`src/pump_supervisor_pkg.sv`:
```
// constants shared by the pump pressure supervisor
// assumes a 50 MHz system clock and 0.01 psi / 0.1 s scaled settings
package pump_supervisor_pkg;
   // ==========================================================
   // clock and tick
   localparam int unsigned CLK_HZ        = 50000000;
   localparam int unsigned TICK_MS       = 100;
   localparam int unsigned TICK_CYCLES   = CLK_HZ / 1000 * TICK_MS;
   // ==========================================================
   // register offsets (byte addresses)
   localparam logic [5:0] OFS_SETPOINT   = 6'h00;
   localparam logic [5:0] OFS_FULLSCALE  = 6'h04;
   localparam logic [5:0] OFS_TOLERANCE  = 6'h08;
   localparam logic [5:0] OFS_MAXLIM     = 6'h0c;
   localparam logic [5:0] OFS_MINLIM     = 6'h10;
   localparam logic [5:0] OFS_SLEEPFRQ   = 6'h14;
   localparam logic [5:0] OFS_SLEEPTIM   = 6'h18;
   localparam logic [5:0] OFS_HITIMES    = 6'h1c;
   localparam logic [5:0] OFS_LOTIMES    = 6'h20;
   localparam logic [5:0] OFS_LOSS       = 6'h24;
   localparam logic [5:0] OFS_MODES      = 6'h28;
   localparam logic [5:0] OFS_PROBE      = 6'h2c;
   localparam logic [5:0] OFS_RAMP2      = 6'h30;
   localparam logic [5:0] OFS_PID        = 6'h34;
   localparam logic [5:0] OFS_STATUS     = 6'h38;
   // ==========================================================
   // reset values and modes
   localparam logic [15:0] SETPOINT_RST  = 16'h0190;
   localparam logic [15:0] FULLSCALE_RST = 16'h03e8;
   localparam logic [1:0]  MODE_OFF      = 2'h0;
   localparam logic [1:0]  MODE_WARN     = 2'h1;
   localparam logic [1:0]  MODE_STOP     = 2'h2;
   localparam logic [31:0] UNMAPPED_RD   = 32'h0000_0000;
   // status bit positions
   localparam int unsigned ST_SLEEP = 0;
   localparam int unsigned ST_HIW   = 1;
   localparam int unsigned ST_HIE   = 2;
   localparam int unsigned ST_LOW   = 3;
   localparam int unsigned ST_LOE   = 4;
   localparam int unsigned ST_LSW   = 5;
   localparam int unsigned ST_LSE   = 6;
   localparam int unsigned ST_PRB   = 7;
   // loop states
   typedef enum logic [3:0] {
      RUN_S      = 4'b0001,
      SLEEPCNT_S = 4'b0010,
      DECEL_S    = 4'b0100,
      SLEEP_S    = 4'b1000
   } loop_state_t;
endpackage

```
`src/pump_pressure_supervisor.sv`:
```
// pump pressure supervisor: sleep/wake, limits, loss detection, probing
// assumes feedback and frequency come from other clock domains
//
// The implementer's own choices: the placing of the registers and the Avalon-MM slave port.
`timescale 1ns/1ps
`default_nettype none
module pump_pressure_supervisor #(
   // clocks per 0.1 s supervision tick; benches may shorten it
   parameter int unsigned TICK_LEN = pump_supervisor_pkg::TICK_CYCLES
) (
   // clock and reset
   input  wire  logic        clk_i,
   input  wire  logic        rst_n_i,
   // avalon-mm slave
   input  wire  logic [5:0]  address_i,
   input  wire  logic        read_i,
   input  wire  logic        write_i,
   input  wire  logic [31:0] writedata_i,
   output var   logic [31:0] readdata_o,
   output var   logic        waitrequest_o,
   // process side
   input  wire  logic [15:0] feedback_i,
   input  wire  logic [15:0] out_freq_i,
   output var   logic        freq_down_o,
   output var   logic        freq_up_o,
   output var   logic        normal_decel_o,
   output var   logic        sleep_o,
   output var   logic        probe_active_o,
   output var   logic        probe_down_o,
   output var   logic        high_pressure_warning_o,
   output var   logic        high_pressure_stop_error_o,
   output var   logic        low_pressure_warning_o,
   output var   logic        low_pressure_stop_error_o,
   output var   logic        feedback_loss_fault_o,
   output var   logic        loss_warning_o,
   output var   logic        drive_stop_o
);
   import pump_supervisor_pkg::*;

   // ==========================================================
   // helpers
   // percent (0..100, or 0..1000 tenths) of a base, in psi units
   function automatic logic [15:0] pct(input logic [15:0] base,
                                       input logic [15:0] p,
                                       input logic [15:0] div);
      logic [31:0] prod;
      prod = base * p;
      pct = 16'(prod / {16'h0, div});
   endfunction

   // ==========================================================
   // input synchronisers, two flops each
   logic [15:0] fb_m_q, fb_q, fq_m_q, fq_q;  // meta and stable stages
   always_ff @(posedge clk_i or negedge rst_n_i) begin
      if (!rst_n_i) begin
         fb_m_q <= 16'h0;
         fb_q   <= 16'h0;
         fq_m_q <= 16'h0;
         fq_q   <= 16'h0;
      end else begin
         fb_m_q <= feedback_i;
         fb_q   <= fb_m_q;
         fq_m_q <= out_freq_i;
         fq_q   <= fq_m_q;
      end
   end

   // ==========================================================
   // settings registers
   logic [15:0] setpoint_q, fullscale_q, tol_q, maxlim_q, minlim_q;
   logic [15:0] sleepfrq_q, sleeptim_q;      // 0.01 hz, 0.1 s
   logic [15:0] hi_warn_t_q, hi_stop_t_q;    // 0.1 s
   logic [15:0] lo_warn_t_q, lo_stop_t_q;    // 0.1 s
   logic [15:0] loss_t_q, loss_pct_q;        // 0.1 s, 0.1 %
   logic [1:0]  hi_mode_q, lo_mode_q, loss_sel_q;
   logic        unit_pct_q;                  // 1 = percent units
   logic [15:0] prb_band_q, prb_period_q;
   logic        prb_dir_q;
   logic [15:0] acc2_q, dec2_q;              // shared with probe ramps
   logic [31:0] pid_q;                       // gains, live writable

   // bus decode
   wire wr_en = write_i && !waitrequest_o;   // stored at answering edge
   wire [15:0] wlo = writedata_i[15:0];
   wire [15:0] whi = writedata_i[31:16];

   // settings write process
   always_ff @(posedge clk_i or negedge rst_n_i) begin
      if (!rst_n_i) begin
         setpoint_q  <= SETPOINT_RST;
         fullscale_q <= FULLSCALE_RST;
         tol_q       <= 16'h0;
         maxlim_q    <= 16'hffff;
         minlim_q    <= 16'h0;
         sleepfrq_q  <= 16'h0;
         sleeptim_q  <= 16'h0;
         hi_warn_t_q <= 16'h0;
         hi_stop_t_q <= 16'h0;
         lo_warn_t_q <= 16'h0;
         lo_stop_t_q <= 16'h0;
         loss_t_q    <= 16'h0;
         loss_pct_q  <= 16'h0;
         hi_mode_q   <= MODE_OFF;
         lo_mode_q   <= MODE_OFF;
         loss_sel_q  <= MODE_OFF;
         unit_pct_q  <= 1'b0;
         prb_band_q  <= 16'h0;
         prb_period_q<= 16'h0;
         prb_dir_q   <= 1'b0;
         acc2_q      <= 16'h0001;
         dec2_q      <= 16'h0001;
         pid_q       <= 32'h0;
      end else if (wr_en) begin
         case (address_i)
            OFS_SETPOINT:  setpoint_q  <= wlo;
            OFS_FULLSCALE: fullscale_q <= wlo;
            OFS_TOLERANCE: tol_q       <= wlo;
            OFS_MAXLIM:    maxlim_q    <= wlo;
            OFS_MINLIM:    minlim_q    <= wlo;
            OFS_SLEEPFRQ:  sleepfrq_q  <= wlo;
            OFS_SLEEPTIM:  sleeptim_q  <= wlo;
            OFS_HITIMES: begin
               hi_warn_t_q <= wlo;
               hi_stop_t_q <= whi;
            end
            OFS_LOTIMES: begin
               lo_warn_t_q <= wlo;
               lo_stop_t_q <= whi;
            end
            OFS_LOSS: begin
               loss_t_q    <= wlo;
               loss_pct_q  <= whi;
            end
            OFS_MODES: begin
               hi_mode_q   <= writedata_i[1:0];
               lo_mode_q   <= writedata_i[3:2];
               loss_sel_q  <= writedata_i[5:4];
               unit_pct_q  <= writedata_i[8];
            end
            OFS_PROBE: begin
               prb_band_q   <= wlo;
               prb_period_q <= {1'b0, writedata_i[30:16]};
               prb_dir_q    <= writedata_i[31]; // kept out of the period
            end
            // one storage for probe and second ramp times
            OFS_RAMP2: begin
               acc2_q <= wlo;
               dec2_q <= whi;
            end
            OFS_PID:   pid_q <= writedata_i; // no run interlock
            default: ;                       // unmapped ignored
         endcase
      end
   end

   // ==========================================================
   // effective thresholds in pressure units
   // percent mode: tolerance/band vs setpoint, limits vs fullscale
   wire [15:0] tol_p  = unit_pct_q ? pct(setpoint_q, tol_q, 16'd100)
                                   : tol_q;
   wire [15:0] band_p = unit_pct_q ? pct(setpoint_q, prb_band_q, 16'd100)
                                   : prb_band_q;
   wire [15:0] max_p  = unit_pct_q ? pct(fullscale_q, maxlim_q, 16'd100)
                                   : maxlim_q;
   wire [15:0] min_p  = unit_pct_q ? pct(fullscale_q, minlim_q, 16'd100)
                                   : minlim_q;
   wire [15:0] loss_p = pct(setpoint_q, loss_pct_q, 16'd1000);
   wire [15:0] wake_p = (tol_p > setpoint_q) ? 16'h0 : setpoint_q - tol_p;

   // ==========================================================
   // tick generator
   logic [25:0] tick_cnt_q;
   logic        tick_q;
   always_ff @(posedge clk_i or negedge rst_n_i) begin
      if (!rst_n_i) begin
         tick_cnt_q <= 26'h0;
         tick_q     <= 1'b0;
      end else if (tick_cnt_q == 26'(TICK_LEN - 1)) begin
         tick_cnt_q <= 26'h0;
         tick_q     <= 1'b1;
      end else begin
         tick_cnt_q <= tick_cnt_q + 26'h1;
         tick_q     <= 1'b0;
      end
   end

   // compares sampled on the tick, strict tests
   logic above_sp_q, below_wake_q, above_max_q, below_min_q, below_loss_q;
   logic below_sfrq_q;
   always_ff @(posedge clk_i or negedge rst_n_i) begin
      if (!rst_n_i) begin
         above_sp_q   <= 1'b0;
         below_wake_q <= 1'b0;
         above_max_q  <= 1'b0;
         below_min_q  <= 1'b0;
         below_loss_q <= 1'b0;
         below_sfrq_q <= 1'b0;
      end else if (tick_q) begin
         above_sp_q   <= fb_q > setpoint_q;
         below_wake_q <= fb_q < wake_p;
         above_max_q  <= fb_q > max_p;
         below_min_q  <= fb_q < min_p;
         below_loss_q <= fb_q < loss_p;
         below_sfrq_q <= fq_q < sleepfrq_q;
      end
   end

   // ==========================================================
   // sleep / wake loop
   loop_state_t st_q;
   logic [15:0] sl_cnt_q;
   always_ff @(posedge clk_i or negedge rst_n_i) begin
      if (!rst_n_i) begin
         st_q     <= RUN_S;
         sl_cnt_q <= 16'h0;
      end else if (tick_q) begin
         case (st_q)
            RUN_S: begin
               sl_cnt_q <= 16'h0;
               if (below_sfrq_q)
                  st_q <= SLEEPCNT_S;
            end
            SLEEPCNT_S: begin
               if (below_wake_q || !below_sfrq_q) begin
                  st_q <= RUN_S;
               end else if (sl_cnt_q >= sleeptim_q) begin
                  st_q <= DECEL_S;
               end else begin
                  sl_cnt_q <= sl_cnt_q + 16'h1;
               end
            end
            DECEL_S: begin
               if (below_wake_q)
                  st_q <= RUN_S;
               else if (fq_q == 16'h0)
                  st_q <= SLEEP_S;
            end
            SLEEP_S: begin
               if (below_wake_q)
                  st_q <= RUN_S;
            end
            default: st_q <= RUN_S;
         endcase
      end
   end

   // ==========================================================
   // high and low pressure supervision, separate counters in one process
   logic [15:0] hw_cnt_q, hs_cnt_q, lw_cnt_q, ls_cnt_q, loss_cnt_q;
   logic hiw_q, hie_q, low_q, loe_q, lss_q;
   wire hi_on = hi_mode_q != MODE_OFF;
   wire lo_on = lo_mode_q != MODE_OFF;
   wire loss_on = (loss_pct_q != 16'h0) && (loss_sel_q != MODE_OFF);
   always_ff @(posedge clk_i or negedge rst_n_i) begin
      if (!rst_n_i) begin
         hw_cnt_q <= 16'h0; hs_cnt_q <= 16'h0;
         lw_cnt_q <= 16'h0; ls_cnt_q <= 16'h0;
         loss_cnt_q <= 16'h0;
         hiw_q <= 1'b0; hie_q <= 1'b0;
         low_q <= 1'b0; loe_q <= 1'b0; lss_q <= 1'b0;
      end else if (tick_q) begin
         // high side: restart count on drop below limit
         if (!hi_on || !above_max_q) begin
            hw_cnt_q <= 16'h0;
            hs_cnt_q <= 16'h0;
            hiw_q    <= 1'b0;
         end else if (!hiw_q) begin
            if (hw_cnt_q >= hi_warn_t_q) hiw_q <= 1'b1;
            else hw_cnt_q <= hw_cnt_q + 16'h1;
         end else if (hi_mode_q == MODE_STOP && !hie_q) begin
            if (hs_cnt_q >= hi_stop_t_q) hie_q <= 1'b1;
            else hs_cnt_q <= hs_cnt_q + 16'h1;
         end
         if (hi_mode_q != MODE_STOP) hie_q <= 1'b0;
         // low side mirrors high side
         if (!lo_on || !below_min_q) begin
            lw_cnt_q <= 16'h0;
            ls_cnt_q <= 16'h0;
            low_q    <= 1'b0;
         end else if (!low_q) begin
            if (lw_cnt_q >= lo_warn_t_q) low_q <= 1'b1;
            else lw_cnt_q <= lw_cnt_q + 16'h1;
         end else if (lo_mode_q == MODE_STOP && !loe_q) begin
            if (ls_cnt_q >= lo_stop_t_q) loe_q <= 1'b1;
            else ls_cnt_q <= ls_cnt_q + 16'h1;
         end
         if (lo_mode_q != MODE_STOP) loe_q <= 1'b0;
         // loss of pressure
         if (!loss_on || !below_loss_q) begin
            loss_cnt_q <= 16'h0;
            lss_q      <= 1'b0;
         end else if (loss_cnt_q >= loss_t_q) begin
            lss_q <= 1'b1;
         end else begin
            loss_cnt_q <= loss_cnt_q + 16'h1;
         end
      end
   end

   // ==========================================================
   // water pressure probing timer
   logic [15:0] prb_cnt_q;
   logic        prb_q;
   wire prb_on = prb_period_q != 16'h0;
   always_ff @(posedge clk_i or negedge rst_n_i) begin
      if (!rst_n_i) begin
         prb_cnt_q <= 16'h0;
         prb_q     <= 1'b0;
      end else if (!prb_on || st_q != RUN_S) begin
         prb_cnt_q <= 16'h0;
         prb_q     <= 1'b0;
      end else if (tick_q) begin
         if (prb_cnt_q >= prb_period_q - 16'h1) begin
            prb_cnt_q <= 16'h0;
            prb_q     <= 1'b1;               // one tick probe start
         end else begin
            prb_cnt_q <= prb_cnt_q + 16'h1;
            prb_q     <= 1'b0;
         end
      end
   end

   // ==========================================================
   // outputs, all registered
   wire [7:0] status_w = {prb_q, lss_q && loss_sel_q == MODE_STOP,
                          lss_q && loss_sel_q == MODE_WARN, loe_q, low_q,
                          hie_q, hiw_q, st_q == SLEEP_S};
   always_ff @(posedge clk_i or negedge rst_n_i) begin
      if (!rst_n_i) begin
         freq_down_o                <= 1'b0;
         freq_up_o                  <= 1'b0;
         normal_decel_o             <= 1'b0;
         sleep_o                    <= 1'b0;
         probe_active_o             <= 1'b0;
         probe_down_o               <= 1'b0;
         high_pressure_warning_o    <= 1'b0;
         high_pressure_stop_error_o <= 1'b0;
         low_pressure_warning_o     <= 1'b0;
         low_pressure_stop_error_o  <= 1'b0;
         feedback_loss_fault_o      <= 1'b0;
         loss_warning_o             <= 1'b0;
         drive_stop_o               <= 1'b0;
      end else begin
         freq_down_o    <= above_sp_q && st_q != SLEEP_S;
         freq_up_o      <= below_wake_q;
         normal_decel_o <= st_q == DECEL_S;
         sleep_o        <= st_q == SLEEP_S;
         probe_active_o <= prb_q;
         probe_down_o   <= prb_q && prb_dir_q;
         high_pressure_warning_o    <= status_w[ST_HIW];
         high_pressure_stop_error_o <= status_w[ST_HIE];
         low_pressure_warning_o     <= status_w[ST_LOW];
         low_pressure_stop_error_o  <= status_w[ST_LOE];
         feedback_loss_fault_o      <= status_w[ST_LSE];
         loss_warning_o             <= status_w[ST_LSW];
         drive_stop_o   <= hie_q || loe_q || status_w[ST_LSE];
      end
   end

   // ==========================================================
   // read mux, answered one cycle after request
   logic [31:0] rd_w;
   always_comb begin
      case (address_i)
         OFS_SETPOINT:  rd_w = {16'h0, setpoint_q};
         OFS_FULLSCALE: rd_w = {16'h0, fullscale_q};
         OFS_TOLERANCE: rd_w = {16'h0, tol_q};
         OFS_MAXLIM:    rd_w = {16'h0, maxlim_q};
         OFS_MINLIM:    rd_w = {16'h0, minlim_q};
         OFS_SLEEPFRQ:  rd_w = {16'h0, sleepfrq_q};
         OFS_SLEEPTIM:  rd_w = {16'h0, sleeptim_q};
         OFS_HITIMES:   rd_w = {hi_stop_t_q, hi_warn_t_q};
         OFS_LOTIMES:   rd_w = {lo_stop_t_q, lo_warn_t_q};
         OFS_LOSS:      rd_w = {loss_pct_q, loss_t_q};
         OFS_MODES:     rd_w = {23'h0, unit_pct_q, 2'h0, loss_sel_q,
                                lo_mode_q, hi_mode_q};
         OFS_PROBE:     rd_w = {prb_dir_q, prb_period_q[14:0], prb_band_q};
         OFS_RAMP2:     rd_w = {dec2_q, acc2_q};
         OFS_PID:       rd_w = pid_q;
         OFS_STATUS:    rd_w = {24'h0, status_w};
         default:       rd_w = UNMAPPED_RD;
      endcase
   end

   // waitrequest high except in the answering cycle
   logic ack_q;
   always_ff @(posedge clk_i or negedge rst_n_i) begin
      if (!rst_n_i) begin
         ack_q         <= 1'b0;
         waitrequest_o <= 1'b1;
         readdata_o    <= 32'h0;
      end else begin
         ack_q         <= (read_i || write_i) && !ack_q;
         waitrequest_o <= !((read_i || write_i) && !ack_q);
         readdata_o    <= rd_w;
      end
   end
endmodule
`default_nettype wire

```
`config.mk`:
```
export PLATFORM = sky130hd
export DESIGN_NAME = pump_pressure_supervisor
export DESIGN_NICKNAME = d
export VERILOG_FILES = /design/src/pump_supervisor_pkg.sv /design/src/pump_pressure_supervisor.sv
export SDC_FILE = /design/constraint.sdc
export NUM_CORES = 2
export LEC_CHECK = 0
export BUFFER_PORTS_ARGS = -buffer_cell sky130_fd_sc_hd__clkbuf_2
export CORE_ASPECT_RATIO = 0.9
export CORE_UTILIZATION = 50
export DETAILED_ROUTE_END_ITERATION = 12
export PLACE_DENSITY = 0.62
export SYNTH_ARGS = -nofsm -noshare
export SYNTH_HDL_FRONTEND = slang
export SYNTH_SLANG_ARGS = --single-unit
```
`constraint.sdc`:
```
create_clock -name clk_i -period 66.8 [get_ports clk_i]
set_clock_uncertainty 0.15 [all_clocks]
set_input_delay 6.68 -clock clk_i [delete_from_list [all_inputs] [get_ports clk_i]]
set_output_delay 6.68 -clock clk_i [all_outputs]
set_load 0.05 [all_outputs]
```
* After elaboration in Yosys (flattened, before gate mapping)
Index checks and enable logic that the tools add are counted.
Cells by class: reduce and logical (&&, ||, !) cells 74, $mul 4, equality and inequality tests 42, order comparisons 14, add/subtract/negate cells 10, div/mod/pow operators 4, multiplexer cells 57
Operators with widths (count):
- $pmux W32 S15 | 1
- $mux W16 | 25
- $mul A16 B16 Y32 | 4
- $add A16 B1 Y16 const B | 7
- $ge A16 B16 Y1 | 7
- $div A32 B7 Y32 const B | 3
- $lt A16 B16 Y1 | 4
- $gt A16 B16 Y1 | 3
- $eq A6 B6 Y1 const B | 7
- $div A32 B10 Y32 const B | 1
- $pmux W16 S2 | 1
- $reduce_and A2 Y1 | 16
- $reduce_bool A16 Y1 | 2
- $reduce_bool A2 Y1 | 16
- $add A26 B1 Y26 const B | 1
- $eq A26 B23 Y1 const B | 1
- $mux W26 | 1
- $eq A6 B5 Y1 const B | 4
- $mux W4 | 6
- $mux W1 | 22
- $ne A2 B2 Y1 const B | 11
- $logic_not A16 Y1 | 1
- $pmux W4 S4 | 1
- $sub A15 B1 Y16 const B | 1
- other kinds (20) | 59
Storage, ports and cells: bits in registers 577, input port bits 74, word-level logic and storage cells 270, output and inout bits 46

* Depth between registers and ports, before layout
depth after elaboration 6, mapped depth 128, gate-level depth less buffers 113

* Least setup slack after synthesis
OpenSTA, ideal clock, no wires.
path type flip-flop to flip-flop, start point reg tol_q[3], end point reg below_wake_q, path buffers 6, period minus slack after synthesis 26.181 ns, setup slack 40.619 ns, required time 66.567 ns, data arrival time 25.948 ns, setup time 0.083 ns, cell stages (with the launch flop) 118, cells stage by stage dfrtp_1 -> clkbuf_1 -> clkbuf_1 -> nand2_1 -> fa_1 -> inv_1 -> fa_1 -> inv_1 -> fa_1 -> inv_1 -> fa_1 -> fa_1 -> inv_1 -> fa_1 -> inv_1 -> ha_1 -> clkbuf_2 -> a21oi_1 -> (+82 left out) -> a21o_1 -> a21o_1 -> a21o_1 -> a21o_1 -> clkbuf_1 -> nand2_1 -> ha_1 -> a21oi_1 -> nor2b_1 -> o21ai_0 -> nand2b_1 -> a21oi_1 -> nor2b_1 -> o21ai_0 -> nand2b_1 -> a21oi_1 -> o311ai_0 -> o21ai_0
On the way: longest elaborated chain between the ends 6, elaborated cells on any way between the ends 7, classes of those cells 1 x add/sub; 1 x mul; 1 x div; 2 x order compare; 2 x mux
RTL lines:
- from (decl) | line pump_pressure_supervisor.sv:70 | logic [15:0] setpoint_q, fullscale_q, tol_q, maxlim_q, minlim_q;
- from (signal assigned) | line pump_pressure_supervisor.sv:117 | OFS_TOLERANCE: tol_q <= wlo;
- $mul A16 B16 Y32 | line pump_pressure_supervisor.sv:47 | prod = base * p;
- $div A32 B7 Y32 | line pump_pressure_supervisor.sv:48 | pct = 16'(prod / {16'h0, div});
- $mux W16 * | line pump_pressure_supervisor.sv:159 | wire [15:0] tol_p = unit_pct_q ? pct(setpoint_q, tol_q, 16'd100)
- $sub A16 B16 Y16 / $gt A16 B16 Y1 (equally long branches) | line pump_pressure_supervisor.sv:168 | wire [15:0] wake_p = (tol_p > setpoint_q) ? 16'h0 : setpoint_q - tol_p;
- $mux W16 * | line pump_pressure_supervisor.sv:168
- $lt A16 B16 Y1 * | line pump_pressure_supervisor.sv:200 | below_wake_q <= fb_q < wake_p;
- to (signal assigned) | line pump_pressure_supervisor.sv:200
- to (decl) | line pump_pressure_supervisor.sv:188 | logic above_sp_q, below_wake_q, above_max_q, below_min_q, below_loss_q;
Mark *: on every way between the ends. The rest lies on a longest branch, timed or not. A chain may end at the register's enable or synchronous reset.

* Final worst setup path
start point reg setpoint_q[7], end point reg below_wake_q
On the way: longest elaborated chain between the ends 6, elaborated cells on any way between the ends 7, classes of those cells 1 x add/sub; 1 x mul; 1 x div; 2 x order compare; 2 x mux
RTL lines:
- from (decl) | line pump_pressure_supervisor.sv:70
- from (signal assigned) | line pump_pressure_supervisor.sv:115 | OFS_SETPOINT: setpoint_q <= wlo;
- $mul A16 B16 Y32 | line pump_pressure_supervisor.sv:47
- $div A32 B7 Y32 | line pump_pressure_supervisor.sv:48
- $mux W16 | line pump_pressure_supervisor.sv:159
- $sub A16 B16 Y16 / $gt A16 B16 Y1 (equally long branches) | line pump_pressure_supervisor.sv:168
- $mux W16 * | line pump_pressure_supervisor.sv:168
- $lt A16 B16 Y1 * | line pump_pressure_supervisor.sv:200
Marked as above.

==> flow_summary.yaml <==
outcome:
  outcome: "complete, no violations"
setup_path:
  crit_path_start_kind: "flip-flop"
  reg2reg_depth: 110
  path_class: "flip-flop to flip-flop"
  cp_slowest_cell: "dfstp_2"
  cp_data_arrival_time_ps: 31190
  rr_startpoint: "setpoint_q[7]$_DFFE_PN1P_"
  r2r-end: "below_wake_q$_DFFE_PN0P_"
  cp-end-kind: "flip-flop"
  cp_max_fo: 34
  required_ps: 67250
  slowest_delay_ps: 1150
  critPathMostFrequentCell: "a21o_1"
  cp_top_family: "compound AO/OA/AOI/OAI gates"
  cp_num_buf_inv: 5
  rrSetupSlack_ps: 36060
global_route:
  grt_use_total: 0.302
  grt_first_pass_wirelength_um: 430000
  grt_overflow: 0
  grt_max_degree: 163
  antenna_found_initial: 3
  grt_pass1_vias: 75739
min_path:
  hold-path-endpoint: "fb_q[4]$_DFF_PN0_"
  min_path_type: "flip-flop to flip-flop"
  hold_start: "fb_m_q[4]$_DFF_PN0_"
  hold_path_depth: 0
sta:
  setup_viol: 0
  finalCritPeriodShare: 0.460
  period_minus_slack_ps: 30740
  maxSlewHeadroom: 0.142
  worstMarginPinSlew_ps: 1280
  fmax_mhz: 32.5
  finalHoldViolations: 0
  setup-tns-final_ps: 0
  drv_slew: 0
  rsz0062_at_grt: "no"
die:
  num_rows: 145
  initial_core_util: 0.505
  die_w_um: 443
  die_area_um2: 177000
  dieHeight_um: 399
  ios: 120
  core_um2: 174000
clock_tree:
  root_buffer: "clkbuf_16"
  post_cts.repair.setup_buffers: 0
  clock-sinks: 577
  cts-hold-fix-buffers: 0
  path_clk_slew_ps: 80
  clockBufferDepth: 3
  cts_max_level: 2
  cts_made_buffers: 61
  cts_tree: "yes"
  clock_latency_ps: 710
  cts_resized: 0
routing:
  wl_per_cell_um: 21.9
  highest_layer: "met4"
  routed_wl_um: 272000
  drt_pre_antenna_iters: 7
  route.met2.wl_um: 126000
  met3WireLength_um: 18900
  num_vias: 77996
  drtAntennaViolNets: 0
  drc: 0
  met1_length_um: 117000
  drtIter0Drc: 6978
  via_per_inst: 6.27
logic_synthesis:
  synth.top_cell.area_share: 0.177
  synth.most_common_cell: "nand2_1"
  syn-num-nets: 11804
  synth-seq-cells: 577
  syn_area_um2: 87700
  synth_warnings: 0
  ys.flop_type: "dfrtp_1"
  yosys-top-cells-area: "fa_1, dfrtp_1, ha_1"
  syn_avg_cell_area_um2: 8.51
  netlist_top_cells_count: "nand2_1, inv_1, fa_1"
  syn-instance-count: 10308
  yosysSeqAreaShare: 0.165
  synth_top_cell_by_area: "fa_1"
  synth_edf_count: 0
  synth_async_sr_flop_share: 1.00
  synth.distinct_cells: 150
place:
  portBuffers: 119
  hpwl_um: 207000
  place_inst: 12317
  gp_congestion: 0.946
cells_and_area:
  final_cells: 12431
  drive_gt1_frac: 0.0972
  syn2layout_area_growth_pct: 4.96
  fin_util: 0.530
  num-fill-cells: 16180
  finalNetCount: 11598
  reg_top3: "pid_q (32), readdata_o (32), tick_cnt_q (26)"
run:
  max_cap_viol_count: 0
==> cell families after synthesis <==
logic type / count (synthesis) / synth area share
xor gates and xnor gates: 420 / 0.0429
AOI/OAI and AO/OA: 2392 / 0.199
muxes: 479 / 0.0604
buffers and inverters: 1570 / 0.0689
DFF: 577 / 0.165
and+or+nand+nor: 3428 / 0.192
adders and majority gates: 1442 / 0.272
==> routing by layer <==
metal	track usage	vias up
met3	0.0390	502
met4	0.104	0
met1	0.414	38886
met2	0.490	2886
li1	-	35722
met5	0	-
==> per-stage QoR <==
step	instance area, um^2	setup WS, ps	hold WS, ps
6_report	92100	36060	182
2_1_floorplan	87700	40620	181
3_3_place_gp	90000	37080	183
5_1_grt	92000	33540	202
4_1_cts	92000	36540	183
3_5_place_dp	90000	36710	185
==> area by class of cell <==
type	count	area, um^2	area share
Antenna cell	2	5.00	0.0000544
Clock buffer	86	1680	0.0183
Clock inverter	26	368	0.00400
Inverter	1081	4060	0.0441
Multi-Input combinational cell	8161	67200	0.730
Sequential cell	577	14500	0.157
Tap cell	2278	2850	0.0310
Timing Repair Buffer	220	1390	0.0151
==> placed cells by master, fill, tap and decap left out, types with 95 or more instances in the layout <==
cell type,synthesis,final
a21o_1,161,161
a21oi_1,444,444
and2_1,448,446
and3_1,101,101
buf_4,18,99
clkbuf_2,1,118
dfrtp_1,548,542
fa_1,777,777
ha_1,645,645
inv_1,1078,1078
mux2_2,348,348
mux2i_1,119,119
nand2_1,1150,1150
nand2b_1,129,129
nand3_1,226,226
nand4_1,118,118
nor2_1,624,617
nor2b_1,95,95
nor3_1,185,182
o211ai_1,106,106
o21a_1,100,100
o21ai_0,383,383
xnor2_1,241,241
xor2_1,169,169
==> worst max-delay path by stage <==
| stage | startpoint | to | cells after the start |
|---|---|---|---|
| finish | setpoint_q[7]$_DFFE_PN1P_ | below_wake_q$_DFFE_PN0P_ | 110 |
| floorplan | tol_q[3]$_DFFE_PN0P_ | below_wake_q$_DFFE_PN0P_ | 117 |
| global placement | setpoint_q[8]$_DFFE_PN1P_ | below_wake_q$_DFFE_PN0P_ | 110 |
| CTS | setpoint_q[7]$_DFFE_PN1P_ | below_wake_q$_DFFE_PN0P_ | 110 |
| detailed placement | setpoint_q[7]$_DFFE_PN1P_ | below_wake_q$_DFFE_PN0P_ | 110 |
| global route | setpoint_q[8]$_DFFE_PN1P_ | below_wake_q$_DFFE_PN0P_ | 109 |
Power is left out: the tool's default activity adds up to more than one toggle a clock period on the data nets, which glitch-free logic cannot reach.
